--- config.mk ---
export PLATFORM = sky130hd
export DESIGN_NAME = tlm_monitor
export DESIGN_NICKNAME = d
export VERILOG_FILES = /design/src/shared/tlm_pkg.sv /design/src/design/tlm_tick_gen.sv /design/src/design/tlm_delay_timer.sv /design/src/design/tlm_monitor.sv
export SDC_FILE = /design/constraint.sdc
export NUM_CORES = 1
export LEC_CHECK = 0
export ABC_AREA = 1
export BUFFER_PORTS_ARGS = -buffer_cell sky130_fd_sc_hd__buf_2
export CORE_ASPECT_RATIO = 0.5
export CORE_MARGIN = 2
export CORE_UTILIZATION = 43
export DETAILED_ROUTE_END_ITERATION = 12
export HOLD_SLACK_MARGIN = 0.08
export SLEW_MARGIN = 20
export SYNTH_ARGS = -nofsm -noshare
export SYNTH_HDL_FRONTEND = slang
export SYNTH_SLANG_ARGS = --single-unit
--- constraint.sdc ---
create_clock -name hclk -period 25.3 [get_ports hclk]
set_input_delay 5.06 -clock hclk [delete_from_list [all_inputs] [get_ports hclk]]
set_output_delay 5.06 -clock hclk [all_outputs]
set_load 0.01 [all_outputs]
--- src/shared/tlm_pkg.sv ---
// constants, field layout and lookup tables of the twilight limit monitor
// assumes a single 40 MHz clock and a 32-bit AHB-Lite register port
package tlm_pkg;

  // clock and one-second timebase
  localparam int unsigned CLK_PERIOD_NS = 25;
  localparam int unsigned TICK_PERIOD_NS = 1000000000;
  localparam int unsigned TICK_CYCLES = TICK_PERIOD_NS / CLK_PERIOD_NS;

  // register byte offsets
  localparam logic [7:0] ADDR_CTRL = 8'h00;
  localparam logic [7:0] ADDR_THR = 8'h04;
  localparam logic [7:0] ADDR_DLY = 8'h08;
  localparam logic [7:0] ADDR_EXT = 8'h0c;
  localparam logic [7:0] ADDR_STAT = 8'h10;

  // control fields
  localparam int CTRL_TWI_BIT = 0;
  localparam int CTRL_BOTH_BIT = 1;
  localparam int CTRL_SOC_BIT = 2;
  localparam int CTRL_SRC_LSB = 4;
  // threshold fields
  localparam int THR_SEL_LSB = 0;
  localparam int HYS_SEL_LSB = 8;
  localparam int MODE_LSB = 16;
  // delay and cyclic fields
  localparam int DLY_ON_LSB = 0;
  localparam int DLY_OFF_LSB = 8;
  localparam int CYC_LSB = 16;
  // status bits
  localparam int STAT_STATE_BIT = 0;
  localparam int STAT_TARGET_BIT = 1;
  localparam int STAT_ON_BIT = 2;
  localparam int STAT_OFF_BIT = 3;
  localparam int STAT_PRESENT_BIT = 4;
  localparam int STAT_QUIET_BIT = 5;

  // reset values
  localparam logic [31:0] CTRL_RST = 32'h0000_0000;
  localparam logic [31:0] THR_RST = 32'h0000_0000;
  localparam logic [31:0] DLY_RST = 32'h0000_0000;
  localparam logic [15:0] EXT_RST = 16'h0000;

  // setting ranges
  localparam logic [6:0] CYC_MAX = 7'h78;
  localparam logic [3:0] CYC_UNIT_SEC = 4'ha;
  localparam logic [4:0] THR_SEL_MAX = 5'h1a;
  localparam logic [3:0] DLY_SEL_MAX = 4'hd;
  localparam logic [15:0] THR_BASE_LUX = 16'h000a;
  localparam logic [15:0] THR_STEP_LUX = 16'h0019;
  localparam logic [15:0] HYS_STEP_LUX = 16'h0032;
  localparam logic [17:0] RANGE_LUX = 18'h002a2;
  localparam logic [17:0] PERCENT = 18'h00064;

  typedef enum logic [1:0] {
    TLM_SRC_PARAM, TLM_SRC_EXT16, TLM_SRC_EXT8, TLM_SRC_SPARE
  } tlm_src_type;

  // crossing actions: first condition, then the opposite one
  typedef enum logic [3:0] {
    TLM_EXC_ON_UND_OFF, TLM_EXC_OFF_UND_ON,
    TLM_UND_ON_EXC_OFF, TLM_UND_OFF_EXC_ON,
    TLM_EXC_ON_UND_NONE, TLM_EXC_OFF_UND_NONE,
    TLM_UND_ON_EXC_NONE, TLM_UND_OFF_EXC_NONE,
    TLM_EXC_NONE_UND_OFF, TLM_EXC_NONE_UND_ON,
    TLM_UND_NONE_EXC_OFF, TLM_UND_NONE_EXC_ON
  } tlm_mode_type;

  // threshold: 10 lux, then 25 lux steps up to 650 lux
  function automatic logic [15:0] tlm_thr_lux(input logic [4:0] sel);
    logic [4:0] s;
    s = (sel > THR_SEL_MAX) ? THR_SEL_MAX : sel;
    if (s == 5'h00) begin
      return THR_BASE_LUX;
    end
    return 16'(THR_STEP_LUX * 16'(s));
  endfunction : tlm_thr_lux

  // hysteresis: none, 5, 10, 25, 50, then 100 to 600 in 50 lux steps
  function automatic logic [15:0] tlm_hys_lux(input logic [3:0] sel);
    case (sel)
      4'h0: return 16'h0000;
      4'h1: return 16'h0005;
      4'h2: return 16'h000a;
      4'h3: return 16'h0019;
      default: return 16'(HYS_STEP_LUX * 16'(sel - 4'h3));
    endcase
  endfunction : tlm_hys_lux

  // delay in seconds: none, 1 s ... 60 min
  function automatic logic [11:0] tlm_delay_sec(input logic [3:0] sel);
    case (sel)
      4'h0: return 12'h000;
      4'h1: return 12'h001;
      4'h2: return 12'h003;
      4'h3: return 12'h005;
      4'h4: return 12'h00a;
      4'h5: return 12'h00f;
      4'h6: return 12'h01e;
      4'h7: return 12'h03c;
      4'h8: return 12'h0b4;
      4'h9: return 12'h12c;
      4'ha: return 12'h258;
      4'hb: return 12'h384;
      4'hc: return 12'h708;
      default: return 12'he10;
    endcase
  endfunction : tlm_delay_sec

endpackage : tlm_pkg

--- src/design/tlm_tick_gen.sv ---
// one-cycle enable pulse once per second of the system clock
// assumes hclk at the rate for which TICK_CYCLES was derived
`timescale 1ns/100ps
`default_nettype none
module tlm_tick_gen #(
  parameter int unsigned TICK_CYCLES = tlm_pkg::TICK_CYCLES
) (
  input wire logic hclk,
  input wire logic hresetn,
  output logic tick
);
  localparam int W = $clog2(TICK_CYCLES);

  if (TICK_CYCLES < 2) begin : g_bad_tick
    $error("tick period must be at least two cycles");
  end

  logic [W-1:0] div_reg;

  // free running divider, wraps once per second
  always_ff @(posedge hclk or negedge hresetn) begin
    if (!hresetn) begin
      div_reg <= '0;
    end else if (div_reg == W'(TICK_CYCLES - 1)) begin
      div_reg <= '0;
    end else begin
      div_reg <= div_reg + 1'b1;
    end
  end

  assign tick = (div_reg == W'(TICK_CYCLES - 1));
endmodule : tlm_tick_gen
`default_nettype wire

--- src/design/tlm_delay_timer.sv ---
// seconds delay timer: counts ticks while run is high, clears when it drops
// assumes tick is a one-cycle pulse on the same clock
`timescale 1ns/100ps
`default_nettype none
module tlm_delay_timer #(
  parameter int W = 12
) (
  input wire logic hclk,
  input wire logic hresetn,
  input wire logic run,
  input wire logic tick,
  input wire logic [W-1:0] limit,
  output logic busy,
  output logic done
);
  if (W < 12) begin : g_bad_width
    $error("delay timer too narrow for 60 min");
  end

  logic [W-1:0] count_reg;

  // dropping run throws the elapsed time away
  always_ff @(posedge hclk or negedge hresetn) begin
    if (!hresetn) begin
      count_reg <= '0;
    end else if (!run) begin
      count_reg <= '0;
    end else if (tick && count_reg < limit) begin
      count_reg <= count_reg + 1'b1;
    end
  end

  assign done = run && (count_reg >= limit);
  assign busy = run && !done;
endmodule : tlm_delay_timer
`default_nettype wire

--- src/design/tlm_monitor.sv ---
// assumes an AHB-Lite master on hclk and a measurement from same-clock logic
//
// Register access over AHB-Lite and the placing of the registers were decided locally.
`timescale 1ns/100ps
`default_nettype none
module tlm_monitor #(
  parameter int unsigned TICK_CYCLES = tlm_pkg::TICK_CYCLES
) (
  input wire logic hclk,
  input wire logic hresetn,
  input wire logic hsel,
  input wire logic [31:0] haddr,
  input wire logic [1:0] htrans,
  input wire logic hwrite,
  input wire logic [2:0] hsize,
  input wire logic [31:0] hwdata,
  input wire logic hready,
  output logic hreadyout,
  output logic [31:0] hrdata,
  output logic hresp,
  input wire logic [15:0] meas_lux,
  output logic limit_state,
  output logic telegram_send,
  output logic telegram_value
);
  localparam logic [1:0] HTRANS_NONSEQ = 2'b10;
  localparam logic [2:0] HSIZE_WORD = 3'b010;

  // ---------------- bus slave ----------------
  logic [31:0] ctrl_reg;
  logic [31:0] thr_reg;
  logic [31:0] dly_reg;
  logic [15:0] ext_reg;
  logic [31:0] rdata_reg;
  logic [7:0] wr_addr_reg;
  logic wr_pend_reg;
  logic [31:0] status;
  logic access;

  assign access = hsel && hready && htrans[1];
  assign hreadyout = 1'b1;
  assign hresp = 1'b0;
  assign hrdata = rdata_reg;

  // address phase: catch write target, prepare read data
  always_ff @(posedge hclk or negedge hresetn) begin
    if (!hresetn) begin
      wr_pend_reg <= 1'b0;
      wr_addr_reg <= 8'h00;
    end else if (hready) begin
      wr_pend_reg <= access && hwrite && hsize == HSIZE_WORD;
      wr_addr_reg <= haddr[7:0];
    end
  end

  always_ff @(posedge hclk or negedge hresetn) begin
    if (!hresetn) begin
      rdata_reg <= 32'h0000_0000;
    end else if (access && !hwrite) begin
      case (haddr[7:0])
        tlm_pkg::ADDR_CTRL: rdata_reg <= ctrl_reg;
        tlm_pkg::ADDR_THR: rdata_reg <= thr_reg;
        tlm_pkg::ADDR_DLY: rdata_reg <= dly_reg;
        tlm_pkg::ADDR_EXT: rdata_reg <= {16'h0000, ext_reg};
        tlm_pkg::ADDR_STAT: rdata_reg <= status;
        default: rdata_reg <= 32'h0000_0000;
      endcase
    end
  end

  // data phase: store the write, unmapped offsets are ignored
  always_ff @(posedge hclk or negedge hresetn) begin
    if (!hresetn) begin
      ctrl_reg <= tlm_pkg::CTRL_RST;
      thr_reg <= tlm_pkg::THR_RST;
      dly_reg <= tlm_pkg::DLY_RST;
      ext_reg <= tlm_pkg::EXT_RST;
    end else if (wr_pend_reg) begin
      case (wr_addr_reg)
        tlm_pkg::ADDR_CTRL: ctrl_reg <= hwdata;
        tlm_pkg::ADDR_THR: thr_reg <= hwdata;
        tlm_pkg::ADDR_DLY: dly_reg <= hwdata;
        tlm_pkg::ADDR_EXT: ext_reg <= hwdata[15:0];
        default: ;
      endcase
    end
  end

  // ---------------- configuration decode ----------------
  logic present;
  logic soc_en;
  tlm_pkg::tlm_src_type src;
  tlm_pkg::tlm_mode_type mode;
  logic [6:0] cyc_set;
  logic [10:0] cyc_period;
  logic [11:0] on_sec;
  logic [11:0] off_sec;

  assign present = ctrl_reg[tlm_pkg::CTRL_TWI_BIT]
                   && ctrl_reg[tlm_pkg::CTRL_BOTH_BIT];
  assign soc_en = ctrl_reg[tlm_pkg::CTRL_SOC_BIT];
  assign src = tlm_pkg::tlm_src_type'(ctrl_reg[tlm_pkg::CTRL_SRC_LSB +: 2]);
  assign mode = tlm_pkg::tlm_mode_type'(thr_reg[tlm_pkg::MODE_LSB +: 4]);
  // settings above 120 are clipped to the top of the range
  assign cyc_set = (dly_reg[tlm_pkg::CYC_LSB +: 7] > tlm_pkg::CYC_MAX)
                   ? tlm_pkg::CYC_MAX : dly_reg[tlm_pkg::CYC_LSB +: 7];
  assign cyc_period = 11'(cyc_set) * 11'(tlm_pkg::CYC_UNIT_SEC);
  assign on_sec = tlm_pkg::tlm_delay_sec(
    thr_sel_clip(dly_reg[tlm_pkg::DLY_ON_LSB +: 4]));
  assign off_sec = tlm_pkg::tlm_delay_sec(
    thr_sel_clip(dly_reg[tlm_pkg::DLY_OFF_LSB +: 4]));

  function automatic logic [3:0] thr_sel_clip(input logic [3:0] sel);
    return (sel > tlm_pkg::DLY_SEL_MAX) ? tlm_pkg::DLY_SEL_MAX : sel;
  endfunction : thr_sel_clip

  // ---------------- threshold and hysteresis ----------------
  logic [16:0] thr_lux;
  logic [16:0] hys_lux;
  logic [17:0] pct_lux;

  // 1-byte object is a percentage of the measuring range top
  assign pct_lux = 18'((18'(ext_reg[7:0]) * tlm_pkg::RANGE_LUX)
                       / tlm_pkg::PERCENT);

  // threshold source selection
  always_comb begin
    case (src)
      tlm_pkg::TLM_SRC_EXT16: thr_lux = {1'b0, ext_reg};
      tlm_pkg::TLM_SRC_EXT8: thr_lux = pct_lux[16:0];
      default: thr_lux = {1'b0, tlm_pkg::tlm_thr_lux(
                 thr_reg[tlm_pkg::THR_SEL_LSB +: 5])};
    endcase
  end

  assign hys_lux = {1'b0, tlm_pkg::tlm_hys_lux(
                     thr_reg[tlm_pkg::HYS_SEL_LSB +: 4])};

  // ---------------- comparator and crossing action ----------------
  logic [16:0] meas_w;
  logic above;
  logic below;
  logic below_hys;
  logic above_hys;
  logic exc_based;
  logic val_a;
  logic tel_a;
  logic tel_b;
  logic ev_a;
  logic ev_b;
  logic quiet;
  logic target_reg;

  assign meas_w = {1'b0, meas_lux};
  assign above = meas_w > thr_lux;
  assign below = meas_w < thr_lux;
  // written as a sum so a wide hysteresis cannot wrap below zero
  assign below_hys = 18'(meas_w) + 18'(hys_lux) < 18'(thr_lux);
  assign above_hys = 18'(meas_w) > 18'(thr_lux) + 18'(hys_lux);

  // mode decode: exceed or undershoot based, values and silent sides
  always_comb begin
    exc_based = 1'b1;
    val_a = 1'b1;
    tel_a = 1'b1;
    tel_b = 1'b1;
    case (mode)
      tlm_pkg::TLM_EXC_ON_UND_OFF: ;
      tlm_pkg::TLM_EXC_OFF_UND_ON: val_a = 1'b0;
      tlm_pkg::TLM_UND_ON_EXC_OFF: exc_based = 1'b0;
      tlm_pkg::TLM_UND_OFF_EXC_ON: begin
        exc_based = 1'b0;
        val_a = 1'b0;
      end
      tlm_pkg::TLM_EXC_ON_UND_NONE: tel_b = 1'b0;
      tlm_pkg::TLM_EXC_OFF_UND_NONE: begin
        val_a = 1'b0;
        tel_b = 1'b0;
      end
      tlm_pkg::TLM_UND_ON_EXC_NONE: begin
        exc_based = 1'b0;
        tel_b = 1'b0;
      end
      tlm_pkg::TLM_UND_OFF_EXC_NONE: begin
        exc_based = 1'b0;
        val_a = 1'b0;
        tel_b = 1'b0;
      end
      tlm_pkg::TLM_EXC_NONE_UND_OFF: tel_a = 1'b0;
      tlm_pkg::TLM_EXC_NONE_UND_ON: begin
        val_a = 1'b0;
        tel_a = 1'b0;
      end
      tlm_pkg::TLM_UND_NONE_EXC_OFF: begin
        exc_based = 1'b0;
        tel_a = 1'b0;
      end
      tlm_pkg::TLM_UND_NONE_EXC_ON: begin
        exc_based = 1'b0;
        val_a = 1'b0;
        tel_a = 1'b0;
      end
      default: begin
        tel_a = 1'b0;
        tel_b = 1'b0;
      end
    endcase
  end

  assign ev_a = exc_based ? above : below;
  assign ev_b = exc_based ? below_hys : above_hys;
  // silent condition holding: no cyclic telegram; change telegrams still go out
  assign quiet = (ev_a && !tel_a) || (ev_b && !tel_b);

  // desired state from the comparator, held between crossings
  always_ff @(posedge hclk or negedge hresetn) begin
    if (!hresetn) begin
      target_reg <= 1'b0;
    end else if (!present) begin
      target_reg <= 1'b0;
    end else if (ev_a && tel_a) begin
      target_reg <= val_a;
    end else if (ev_b && tel_b) begin
      target_reg <= !val_a;
    end
  end

  // ---------------- delays and accepted state ----------------
  logic tick;
  logic state_reg;
  logic state_next;
  logic on_run;
  logic off_run;
  logic on_busy;
  logic off_busy;
  logic on_done;
  logic off_done;

  tlm_tick_gen #(.TICK_CYCLES(TICK_CYCLES)) u_tick (
    .hclk(hclk),
    .hresetn(hresetn),
    .tick(tick)
  );

  // a timer only runs while target and accepted state differ
  assign on_run = present && target_reg && !state_reg;
  assign off_run = present && !target_reg && state_reg;

  tlm_delay_timer #(.W(12)) u_on_delay (
    .hclk(hclk),
    .hresetn(hresetn),
    .run(on_run),
    .tick(tick),
    .limit(on_sec),
    .busy(on_busy),
    .done(on_done)
  );

  tlm_delay_timer #(.W(12)) u_off_delay (
    .hclk(hclk),
    .hresetn(hresetn),
    .run(off_run),
    .tick(tick),
    .limit(off_sec),
    .busy(off_busy),
    .done(off_done)
  );

  // accepted state moves only when its delay has run out, or clears while the function is absent
  always_comb begin
    state_next = state_reg;
    if (!present) begin
      state_next = 1'b0;
    end else if (on_done) begin
      state_next = 1'b1;
    end else if (off_done) begin
      state_next = 1'b0;
    end
  end

  always_ff @(posedge hclk or negedge hresetn) begin
    if (!hresetn) begin
      state_reg <= 1'b0;
    end else begin
      state_reg <= state_next;
    end
  end

  // ---------------- transmission ----------------
  logic [10:0] cyc_sec_reg;
  logic cyc_fire;
  logic chg;

  // cyclic repetition counter in seconds
  always_ff @(posedge hclk or negedge hresetn) begin
    if (!hresetn) begin
      cyc_sec_reg <= 11'h000;
    end else if (!present || cyc_set == 7'h00 || cyc_fire) begin
      cyc_sec_reg <= 11'h000;
    end else if (tick) begin
      cyc_sec_reg <= cyc_sec_reg + 11'h001;
    end
  end

  assign cyc_fire = tick && present && cyc_set != 7'h00
                    && cyc_sec_reg >= cyc_period - 11'h001;
  assign chg = state_next != state_reg;

  // one pulse per telegram, value is always the accepted state
  always_ff @(posedge hclk or negedge hresetn) begin
    if (!hresetn) begin
      telegram_send <= 1'b0;
      telegram_value <= 1'b0;
    end else begin
      telegram_send <= present && ((chg && soc_en)
                       || (cyc_fire && !quiet));
      telegram_value <= state_next;
    end
  end

  assign limit_state = state_reg;

  assign status = {26'h0000000, quiet, present, off_busy, on_busy,
                   target_reg, state_reg};
endmodule : tlm_monitor
`default_nettype wire

# Word-level counts from Yosys, hierarchy flattened
# Memories as Yosys holds them, arrays and structs flattened.
# Cells that the tools add are included.
word_totals:
  reg_bits: 217
  latchBits: 0
  ram_bits: 0
  romBits: 384
  input_bits: 90
  out_inout_bits: 37
  elab_cells: 156
  memories: 2
mem_list:
  columns: ["memory", "depth", "width", "rd", "rd_clocked_by_memory_dff", "write_ports", "line", "text"]
  rows:
  - ["(name not given)", 16, 12, 1, 0, 0, "tlm_pkg.sv:92", "case (sel)"]
  - ["(name not given)", 16, 12, 1, 0, 0, "tlm_pkg.sv:92", null]
classes:
  add_sub_neg: 8
  multipliers: 4
  div_mod_pow: 1
  n_lt_le_gt_ge: 13
  n_eq_ne: 29
  n_shift: 0
  mux: 29
  bitwise_logic: 0
  reduce_logical: 56
ops:
  columns: ["operator", "count"]
  rows:
  - ["case mux 32 bit (5 select lines)", 1]
  - ["case mux 16 bit (4 select lines)", 1]
  - ["2-to-1 mux 12 bit", 4]
  - ["case mux 17 bit (2 select lines)", 1]
  - ["== test 8 x 4 -> 1 bit (second input constant)", 4]
  - ["2-to-1 mux 16 bit", 2]
  - ["adder 26 x 1 -> 26 bit (second input constant)", 1]
  - ["== test 26 bit (second input constant)", 1]
  - ["logical AND 1 bit", 26]
  - ["2-to-1 mux 26 bit", 1]
  - ["adder 12 x 1 -> 12 bit (second input constant)", 2]
  - ["greater-or-equal comparator 12 bit", 2]
  - ["< comparator 12 bit", 2]
  - ["2-to-1 mux 11 bit", 2]
  - ["adder 17 x 16 -> 18 bit", 1]
  - ["divider 18 x 7 -> 18 bit (second input constant)", 1]
  - ["> comparator 16 x 18 -> 1 bit", 1]
  - ["adder 16 x 16 -> 17 bit", 1]
  - ["> comparator 16 x 17 -> 1 bit", 1]
  - ["< comparator 16 x 17 -> 1 bit", 1]
  - ["< comparator 17 bit", 1]
  - ["multiplier 8 x 9 -> 17 bit (second input constant)", 1]
  - ["== test 4 x 2 -> 1 bit (second input constant)", 4]
  - ["== test 4 x 3 -> 1 bit (second input constant)", 4]
  - ["other kinds (36)", 74]

# Depth between registers and ports, before layout
# Gate-level depths: netlist of run 1.
logic_depth:
  ltp_word: 16
  ltp_mapped: 103
  ltp_nobuf: 103

# Hierarchy
# Synthesis of run 1 repeated with hierarchy kept, for this count alone.
unflattened:
  cells_unflattened: 2549
  hier_area_um2: 18637.9
by_module_without_submodules:
  columns: ["module", "n_inst", "cells_each", "area_per_inst_um2", "seq_area_each_um2"]
  rows:
  - ["tlm_monitor", 1, 1965, 14641.5, 4179.0]
  - ["tlm_delay_timer", 2, 180, 1187.4, 300.3]
  - ["tlm_tick_gen", 1, 224, 1621.6, 650.6]

# Worst setup path before layout of run 1
# Ideal clock, no wire load.
synth_path:
  path_type: "reg-to-reg"
  start: "register ext_reg[2]"
  end: "register rdata_reg[5], in the netlist hrdata[5]"
  setup_time_ns: 0.116
  arrival_ns: 10.230
  required_time_ns: 25.184
  slack_ns: 14.953
  path_stages_with_launch: 95
  path_buffers: 0
  period_less_slack_ns: 10.347
  path_cell_list: "dfrtp_1 > ha_1 > ha_1 > ha_1 > fa_1 > ha_1 > nand2_1 > inv_1 > nand2_1 > nand2_1 > nand2_1 > nand3_1 > nand2_1 > nand2_1 > inv_2 > nand3_4 > nand2_2 > nand3_4 > (+59 left out) > a21oi_1 > o21bai_1 > a21o_1 > a21oi_1 > xor2_1 > ha_1 > nand2_1 > inv_1 > nand4_1 > o211a_1 > o21ai_0 > nand2_1 > nand2_2 > nand2_1 > nand2_1 > nand2_1 > nand2_1 > nand2_1"
synth_via:
  elab_chain_len: 9
  word_cells_on_any_way: 14
  classes_between: "1 x add/sub; 1 x mul; 1 x div; 4 x order compare; 4 x mux; 3 x reduce/logical"
synth_lines:
  columns: ["item", "line", "text"]
  rows:
  - ["from (decl)", "tlm_monitor.sv:33", "logic [15:0] ext_reg;"]
  - ["from (signal assigned)", "tlm_monitor.sv:77", "ext_reg <= tlm_pkg::EXT_RST;"]
  - ["from (signal assigned)", "tlm_monitor.sv:83", "tlm_pkg::ADDR_EXT: ext_reg <= hwdata[15:0];"]
  - ["multiplier 8 x 9 -> 17 bit", "tlm_monitor.sv:123", "assign pct_lux = 18'((18'(ext_reg[7:0]) * tlm_pkg::RANGE_LUX)"]
  - ["divider 18 x 7 -> 18 bit", "tlm_monitor.sv:124", "/ tlm_pkg::PERCENT);"]
  - ["case mux 17 bit (2 select lines) (*)", "tlm_monitor.sv:128", "case (src)"]
  - ["adder 17 x 16 -> 18 bit", "tlm_monitor.sv:159", "assign above_hys = 18'(meas_w) > 18'(thr_lux) + 18'(hys_lux);"]
  - ["> comparator 16 x 18 -> 1 bit", "tlm_monitor.sv:159", null]
  - ["2-to-1 mux 1 bit", "tlm_monitor.sv:211", "assign ev_b = exc_based ? below_hys : above_hys;"]
  - ["logical AND 1 bit", "tlm_monitor.sv:213", "assign quiet = (ev_a && !tel_a) || (ev_b && !tel_b);"]
  - ["logical OR 1 bit (*)", "tlm_monitor.sv:213", null]
  - ["case mux 32 bit (5 select lines) (*)", "tlm_monitor.sv:60", "case (haddr[7:0])"]
  - ["to (signal assigned)", "tlm_monitor.sv:61", "tlm_pkg::ADDR_CTRL: rdata_reg <= ctrl_reg;"]
  - ["to (signal assigned)", "tlm_monitor.sv:62", "tlm_pkg::ADDR_THR: rdata_reg <= thr_reg;"]
  - ["to (signal assigned)", "tlm_monitor.sv:63", "tlm_pkg::ADDR_DLY: rdata_reg <= dly_reg;"]
  - ["to (decl)", "tlm_monitor.sv:34", "logic [31:0] rdata_reg;"]
# Every way passes the cells marked *; elsewhere a longest branch is shown, timed or not.
# A chain may end at the register's enable or synchronous reset.

# Final worst setup path of run 1
layout_path:
  start: "register ext_reg[7]"
  end: "register rdata_reg[5], in the netlist hrdata[5]"
# The elaborated chain is that of the path after synthesis.

==> results of run 1 <==
==> final cells by class <==
type	instances	share of cell area
Tap cell	540	0.03454
Timing Repair Buffer	114	0.03160
Sequential cell	217	0.2776
Inverter	351	0.06736
Clock inverter	10	0.004798
Multi-Input combinational cell	1761	0.5469
Clock buffer	36	0.03717
==> worst max-delay path by stage <==
stage / to / slack, ps / start / cells past startpoint
final: hrdata[5] / 13140 / ext_reg[7] / 91
after global routing: hrdata[5] / 11810 / ext_reg[2] / 93
after CTS: hrdata[5] / 13100 / ext_reg[7] / 95
after detailed placement: hrdata[5] / 13120 / ext_reg[7] / 91
after global placement: hrdata[5] / 13230 / ext_reg[2] / 95
after floorplan: hrdata[5] / 14950 / ext_reg[2] / 94
==> cell usage after synthesis, drive strengths merged (6+ instances only) <==
master  number  share of area
xnor2       14         0.0070
a31oi       12         0.0043
ha         206           0.15
a21oi      140          0.040
a221oi      15         0.0075
fa          14          0.016
nand3      115          0.037
o211ai       6         0.0028
inv        347          0.074
nand4       44          0.018
nor3        43          0.012
nor2       169          0.041
o21ai      223          0.064
buf          9         0.0033
xor2        41          0.020
clkbuf      47          0.010
a21o         8         0.0035
dfrtp      217           0.31
o21bai      10         0.0043
nor4        10         0.0035
nand2      620           0.15
==> cell families after synthesis <==
| logic type | Yosys count |
|---|---|
| AOI/OAI and AO/OA | 456 |
| xor gates and xnor gates | 55 |
| adders and majority gates | 220 |
| buffers and inverters | 407 |
| DFF | 217 |
| other | 2 |
| and+or+nand+nor | 1024 |
==> worst register-to-register path: cells and delay by family (launching register included) <==
kind | cells | cell delay (ps)
AND/OR/NAND/NOR | 64 | 6330
AO/OA/AOI/OAI | 17 | 2620
adder cells (fa/ha/maj) | 7 | 2310
flip-flops | 1 | 590
XOR/XNOR | 1 | 150
buffers and inverters | 2 | 100
==> per-stage QoR <==
stage	util	hold slack [ps]	worst slack, ps
after CTS	0.4840	462.3	13100
after global placement	0.4636	454.9	13230
final	0.4841	457.8	13140
after floorplan	-	432.9	14950
after detailed placement	0.4636	453.7	13120
after global routing	0.4841	495.6	11810
==> per-layer routing <==
metal  part of all wire  wire (um)  global-route usage
met1               0.49      21350              0.2862
met2               0.47      20180              0.3540
met3              0.030       1322             0.02224
met4              0.012        542             0.03411
met5                  0          0                   0
==> key figures, run 1 <==
Global routing
  • GR Util All Layers: 0.2064
  • First-pass GRT wire length: 73770 um
  • Largest net degree at the start of global routing: 78
  • GRT overflow: 0
  • Vias in the first global route: 14810
  • Initial antenna violation count: 0

Setup path
  • Setup CP Type: reg2reg
  • Worst R2R Start: ext_reg[7]
  • CP required: 25720 ps
  • Most common cell on crit path: nand2_1
  • CP Max Fanout: 7
  • Setup crit start kind: flop
  • FF-to-FF End: hrdata[5]
  • Worst reg-to-reg setup slack: 13140 ps
  • Crit end category: flop
  • Buf/Inv on CP: 2
  • Slowest-stage cell, CP: dfrtp_1
  • Family with the most delay on the worst path: simple AND/OR/NAND/NOR gates
  • Worst EP arrival: 12580 ps
  • Worst R2R Path Depth: 91
  • CP peak stage delay: 590 ps

Placement
  • # placed instances: 2983
  • PortBufs: 99
  • GPL Wtd Cong: 0.8389
  • DP Area: 18730 sq um
  • DP HPWL: 33190 um

Cells and area
  • Fill count: 4046
  • Nets: 2780
  • Final Cell Area: 19560 sq um
  • Syn-to-layout area delta: 10.91%
  • Fin cells: 3029
  • Multi-input gate area: 10700 sq um
  • Proportion of layout cells with a drive suffix above 1: 0.1105
  • Commonest non-fill, non-tap cells in the layout: nand2_1, inv_1, dfrtp_1
  • FF+latch area: 5430 sq um
  • Most common library cell in the layout ignoring fill and taps: nand2_1
  • Ant. Diodes: 0

Clocking
  • CTS root buf: clkbuf_16
  • CTS tree: done
  • TritonCTS buffer count: 25
  • Hold_buf cts: 0
  • Clk slew on worst S/H paths: 60 ps
  • Postcts setup bufs: 0
  • Clk_lat worst skew: 530 ps
  • H-tree depth: 1
  • Clock Sinks: 217
  • Clock Tree Buf Depth: 3
  • Post-CTS sizing: 0

Hold path
  • Worst hold path startpoint: u_tick.div_reg[0]
  • Hold depth: 1
  • Worst Hold Class: reg2reg
  • Hold Path Sink: u_tick.div_reg[0]

Floorplan
  • DIE WIDTH: 290.4 um
  • Rows: 52
  • I/O pin cnt: 127
  • Die area: 42740 sq um
  • Total core area: 40400 sq um
  • Die Y: 147.2 um
  • Initial core utilization: 0.4365

Synthesis
  • Number of enable flip-flop cells after synthesis: 0
  • Ys Warns: 0
  • Syn Inst Count: 2381
  • Synthesized flop and latch total: 217
  • Prevailing post-synth register cell: dfrtp_1
  • Synth Area in Compound Gates: 0.1447
  • Mapped cell area: 17630 sq um
  • Synthesized area per cell: 7.406 sq um
  • Simple-Gate Fraction of Synth Area: 0.2695
  • Main combinational cell family by area after synthesis: simple AND/OR/NAND/NOR gates
  • XOR/XNOR Fraction of Synth Area: 0.02732
  • Mux cell area share after synthesis: 0
  • Count of different cell masters after synthesis: 65
  • Synth async-reset ratio: 1.000
  • Adder-Cell Fraction of Synth Area: 0.1621
  • Sequential area share after synthesis: 0.3079

Detailed routing
  • Routed Antenna Nets: 0
  • DRT Pass-1 Iters: 5
  • Wire per inst: 14.33 um
  • Via count: 15300
  • Post-DR vias/cell: 5.052
  • DRC Markers: 0
  • Iteration-0 DRC Markers: 900
  • Routed WL: 43400 um

STA
  • Worst Tran Pin Value: 1016 ps
  • Final max-slew violation count: 0
  • Final period util: 0.4805
  • Slew HR: 0.3229
  • Minimum clock period: 12160 ps
  • Achievable Freq: 82.25 MHz
  • Clk_skew: 16.62 ps
  • Final setup fails: 0
  • Setup tns final: 0 ps
  • Final hold violation count: 0
  • RSZ-0062 raised after global routing: no

Run
  • Max cap viols: 0

Status
  • Status: complete, no violations
Power of run 1 is not shown: default switching activity piles up to over one toggle a cycle in this logic, so the estimate is an artifact.
==> run 2: changes to the inputs <==
clock period = 12.15 ns   (was 25.3 ns; I/O delays follow)
==> run 2 against run 1 <==
  * Global-route usage is 0.26 points higher
  * Final cell count increased by 0.92%
  * Sequential share of layout area decreased by 1.0 points
  * Maximum frequency rose by 6.3%
  * Critical path depth grew 4
  * Setup slack lost 12000 ps
  * Critical endpoint unchanged
  * Largest cell class unchanged
==> key figures, run 2 (synthesized netlist as in run 1, its figures left out) <==
Detailed routing
  • DRC Markers: 0 (unchanged)
  • Post-DR vias/cell: 5.095 (+0.86%)
  • Iteration-0 DRC Markers: 957 (+6.3%)
  • Via count: 15580 (+1.8%)
  • DRT Pass-1 Iters: 8 (+3)
  • Routed Antenna Nets: 0 (unchanged)
  • Wire per inst: 14.71 um (+2.7%)
  • Routed WL: 44970 um (+3.6%)

Cells and area
  • Fill count: 4005 (-1.0%)
  • Multi-input gate area: 11210 sq um (+4.8%)
  • Most common library cell in the layout ignoring fill and taps: nand2_1
  • Nets: 2810 (+1.1%)
  • Proportion of layout cells with a drive suffix above 1: 0.1490 (+0.03850)
  • FF+latch area: 5433 sq um (about the same)
  • Commonest non-fill, non-tap cells in the layout: nand2_1, inv_1, dfrtp_1
  • Ant. Diodes: 0 (unchanged)
  • Final Core Density: 0.5031 (+0.01905)
  • Syn-to-layout area delta: 15.28%

Floorplan
  • Die Y: 147.2 um (unchanged)
  • DIE WIDTH: 290.4 um (unchanged)
  • Total core area: 40400 sq um (unchanged)
  • Initial core utilization: 0.4365 (unchanged)
  • I/O pin cnt: 127 (unchanged)
  • Die area: 42740 sq um (unchanged)
  • Rows: 52 (unchanged)

Setup path
  • Crit path to: hrdata[5]
  • Family with the most delay on the worst path: simple AND/OR/NAND/NOR gates
  • Setup CP Type: reg2reg
  • Crit end category: flop
  • Worst R2R Start: ext_reg[5]
  • CP Launch Point: ext_reg[5]
  • Worst R2R Path Depth: 95 (+4.4%)
  • CP required: 12580 ps (-13140 ps)
  • Worst reg-to-reg setup slack: 720 ps (-12430 ps)
  • CP peak stage delay: 530 ps (-60 ps)
  • Buf/Inv on CP: 3 (+1)
  • FF-to-FF End: hrdata[5]
  • Slowest-stage cell, CP: fa_1
  • CP Max Fanout: 7 (unchanged)
  • Setup crit start kind: flop
  • Most common cell on crit path: nand2_4
  • Worst path depth: 95 (+4.4%)
  • Worst EP arrival: 11860 ps (-720 ps)

STA
  • Clk_skew: 17.12 ps (+0.5082 ps)
  • Final setup fails: 0 (unchanged)
  • Final period util: 0.9411 (+0.4606)
  • Hold Slack: 463.8 ps (+5.999 ps)
  • Worst Tran Pin Value: 941.7 ps (-74.05 ps)
  • Setup tns final: 0 ps (unchanged)
  • Final max-slew violation count: 0 (unchanged)
  • Final hold violation count: 0 (unchanged)
  • Minimum clock period: 11430 ps (-723.1 ps)
  • Slew HR: 0.3707 (+0.04785)
  • Achievable Freq: 87.46 MHz (+6.3%)

Clocking
  • Clock Tree Buf Depth: 3 (unchanged)
  • Clk slew on worst S/H paths: 60 ps (about the same)
  • H-tree depth: 1 (unchanged)
  • CTS root buf: clkbuf_16
  • Clock Sinks: 217 (unchanged)
  • TritonCTS buffer count: 25 (unchanged)
  • CTS tree: done
  • Clk_lat worst skew: 530 ps (about the same)

Run
  • Max cap viols: 0 (unchanged)

Placement
  • PortBufs: 99 (unchanged)
  • DP HPWL: 33730 um (+1.6%)
  • GPL Wtd Cong: 0.8501 (+1.3%)

Global routing
  • Initial antenna violation count: 0 (unchanged)
  • GRT overflow: 0 (unchanged)
  • Vias in the first global route: 14880 (+0.48%)
  • Largest net degree at the start of global routing: 86 (+10%)
  • GR Util All Layers: 0.2090 (+0.002590)
  • First-pass GRT wire length: 74430 um (+0.89%)

Hold path
  • Worst hold path startpoint: u_tick.div_reg[0]
  • Worst Hold Class: reg2reg

Status
  • Status: complete, no violations
-- run 2: timing repair --
action	4_1_cts	5_1_grt
setup endpoints to repair	0	3
setup buffers	0	22
hold buffers	0	0
gates resized for setup	0	102
-- run 2: final cells by class --
cell class,instances,share of cell area
clock buffer,33,0.03373
clock inverter,11,0.007940
inverter,351,0.06481
multi-input combinational,1761,0.5514
sequential,217,0.2672
tap,540,0.03324
timing repair buffer,144,0.04167
-- run 2: worst register-to-register path, delay by kind of cell, from the launching register on --
family	cells	cell delay (ps)
buf+inv	3	300
flops	1	430
simple gates	69	6240
compound gates	15	2150
xor+xnor	1	150
fa+ha+maj	7	2080
-- run 2: layer usage --
metal  part of all wire  up-vias  track usage  wire length [um]
met3              0.027       46      0.02330              1196
met2               0.47      199       0.3597             21170
met5                  0        -            0                 0
li1                   -     8096            -                 -
met1               0.49     7235       0.2849             21890
met4              0.016        0      0.04375               714
-- run 2: stage by stage --
stage	worst slack, ps	cells	cell area [sq um]
finish	715.8	3057	20330
global route	-125.0	3057	20330
CTS	141.4	3035	19640
detailed placement	159.9	2991	18790
global placement	266.1	2991	18790
floorplan	1803	2385	17650
-- run 2: worst min path at each step --
stage | end | cells after the start
floorplan | u_tick.div_reg[0] | 1
global placement | u_tick.div_reg[0] | 1
detailed placement | u_tick.div_reg[0] | 1
CTS | u_tick.div_reg[0] | 1
global route | u_tick.div_reg[0] | 1
finish | u_tick.div_reg[0] | 1
Power of run 2 is left out for the same reason.
==> run 3: changes to the inputs <==
CORE_UTILIZATION = 62   (was 43)
PLACE_DENSITY_LB_ADDON = 0.1   (was not set)
==> run 3 against run 2 <==
  * Maximum frequency increased by 0.17%
  * First-iteration DRC count is 14% higher
  * Final cell count fell by 5.5%
  * Global-route usage is 7.5 points higher
  * Non-clock buffer count down 3
  * Setup slack improved by 19 ps
  * Sequential cell count stayed put
  * Utilization increased by 22 points
  * Critical path depth down 5
  * Worst hold slack got worse by 5.3 ps
  * Die area shrank 30%
  * Cell area decreased by 1.7%
  * Critical path type unchanged
==> key figures, run 3 (synthesized netlist as in run 1, its figures left out) <==
Cells and area
  • Most common library cell in the layout ignoring fill and taps: nand2_1
  • Fill count: 2295 (-43%)
  • Syn-to-layout area delta: 13.28%
  • Proportion of layout cells with a drive suffix above 1: 0.1388 (-0.01023)
  • Ant. Diodes: 0 (unchanged)
  • Nets: 2804 (-0.21%)
  • FF+latch area: 5433 sq um (unchanged)
  • Fin cells: 2890 (-5.5%)
  • Commonest non-fill, non-tap cells in the layout: nand2_1, inv_1, dfrtp_1
  • Multi-input gate area: 11070 sq um (-1.2%)

STA
  • Clk_skew: 13.22 ps (-3.909 ps)
  • Minimum clock period: 11410 ps (-19.39 ps)
  • Worst Tran Pin Value: 955.8 ps (+14.16 ps)
  • Final setup fails: 0 (unchanged)
  • Achievable Freq: 87.61 MHz (+0.17%)
  • Final max-slew violation count: 0 (unchanged)
  • Final period util: 0.9395 (-0.001596)
  • Slew HR: 0.3561 (-0.01466)
  • Hold Slack: 458.5 ps (-5.344 ps)
  • Setup tns final: 0 ps (unchanged)
  • Final hold violation count: 0 (unchanged)

Setup path
  • CP Max Fanout: 7 (unchanged)
  • FF-to-FF End: hrdata[5]
  • Worst R2R Path Depth: 90 (-5.3%)
  • CP required: 12540 ps (-40 ps)
  • Crit end category: flop
  • Most common cell on crit path: nand2_4
  • Worst EP arrival: 11810 ps (-50 ps)
  • CP peak stage delay: 450 ps (-80 ps)
  • Setup crit start kind: flop
  • Setup CP Type: reg2reg
  • Worst R2R Start: ext_reg[7]
  • Worst reg-to-reg setup slack: 740 ps (+20 ps)
  • Slowest-stage cell, CP: dfrtp_1

Global routing
  • Largest net degree at the start of global routing: 141 (+64%)
  • First-pass GRT wire length: 69770 um (-6.3%)
  • Initial antenna violation count: 0 (unchanged)
  • GR Util All Layers: 0.2836 (+0.07466)
  • Vias in the first global route: 14640 (-1.6%)
  • GRT overflow: 0 (unchanged)

Placement
  • # placed instances: 2827 (-5.5%)
  • GPL Wtd Cong: 0.9123 (+7.3%)
  • PortBufs: 99 (unchanged)
  • DP HPWL: 31700 um (-6.0%)

Floorplan
  • Total core area: 27820 sq um (-31%)
  • Rows: 43 (-17%)
  • Initial core utilization: 0.6340 (+0.1975)
  • Die Y: 123.3 um (-16%)
  • DIE WIDTH: 242.5 um (-16%)
  • Die area: 29890 sq um (-30%)
  • I/O pin cnt: 127 (unchanged)

Detailed routing
  • Iteration-0 DRC Markers: 1090 (+14%)
  • Post-DR vias/cell: 5.547 (+8.9%)
  • Via count: 16030 (+2.9%)
  • Wire per inst: 14.84 um (+0.86%)
  • Routed WL: 42880 um (-4.7%)
  • DRT Pass-1 Iters: 6 (-2)
  • Routed Antenna Nets: 0 (unchanged)
  • DRC Markers: 0 (unchanged)

Clocking
  • Clk slew on worst S/H paths: 60 ps (about the same)
  • Hold_buf cts: 0 (unchanged)
  • Clk_lat worst skew: 510 ps (-20 ps)
  • CTS tree: done
  • TritonCTS buffer count: 22 (-12%)
  • Clock Sinks: 217 (unchanged)
  • Clock Tree Buf Depth: 3 (unchanged)
  • H-tree depth: 1 (unchanged)
  • CTS root buf: clkbuf_16

Run
  • Max cap viols: 0 (unchanged)

Hold path
  • Worst Hold Class: reg2reg
  • Worst hold path startpoint: u_tick.div_reg[0]
  • Hold depth: 1 (unchanged)
  • Hold Path Sink: u_tick.div_reg[0]

Status
  • Status: complete, no violations
run 3: routing by layer:
metal,share of wire,wire length [um],GRT usage,vias up
met1,0.47,20080,0.3903,7498
met4,0.020,859,0.06327,0
met2,0.46,19870,0.4909,382
met3,0.048,2068,0.02909,64
met5,0,0,0,-
li1,-,-,-,8087
run 3: timing repair:
action,in CTS,in global routing
gates resized for setup,0,80
endpoints found under the setup margin,0,3
setup buffers,0,24
run 3: cell type report:
type | count | share of cell area
repair buffers | 141 | 0.04228
clock buffers | 31 | 0.03332
clock inverters | 7 | 0.008018
well taps | 382 | 0.02393
flip-flops and latches | 217 | 0.2720
multi-input cells | 1761 | 0.5544
inverters | 351 | 0.06608
run 3: worst max path at each step:
| stage | startpoint | to | slack [ps] | cells after the start |
|---|---|---|---|---|
| after CTS | ext_reg[2] | hrdata[5] | 190 | 95 |
| final | ext_reg[7] | hrdata[5] | 740 | 90 |
| after global placement | ext_reg[2] | hrdata[5] | 430 | 93 |
| after detailed placement | ext_reg[2] | hrdata[5] | 230 | 95 |
| after global routing | ext_reg[2] | hrdata[5] | -130 | 94 |
| after floorplan | ext_reg[2] | hrdata[5] | 1800 | 94 |
run 3: worst max-delay path, delay by kind of cell, from the launching register on:
kind            cells  cell delay [ps]
compound gates     17             2430
fa+ha+maj           6             1850
buf+inv             3              320
flops               1              450
xor+xnor            1              150
simple gates       63             6040
run 3: per-stage QoR:
| step | setup WS [ps] | instance area [sq um] | utilization |
|---|---|---|---|
| 2_1_floorplan | 1803 | 17650 | - |
| 3_3_place_gp | 428.3 | 18550 | 0.6669 |
| 3_5_place_dp | 234.5 | 18550 | 0.6669 |
| 4_1_cts | 188.5 | 19380 | 0.6966 |
| 5_1_grt | -131.3 | 19980 | 0.7181 |
| 6_report | 735.2 | 19980 | 0.7181 |
Power of run 3 is left out for the same reason.
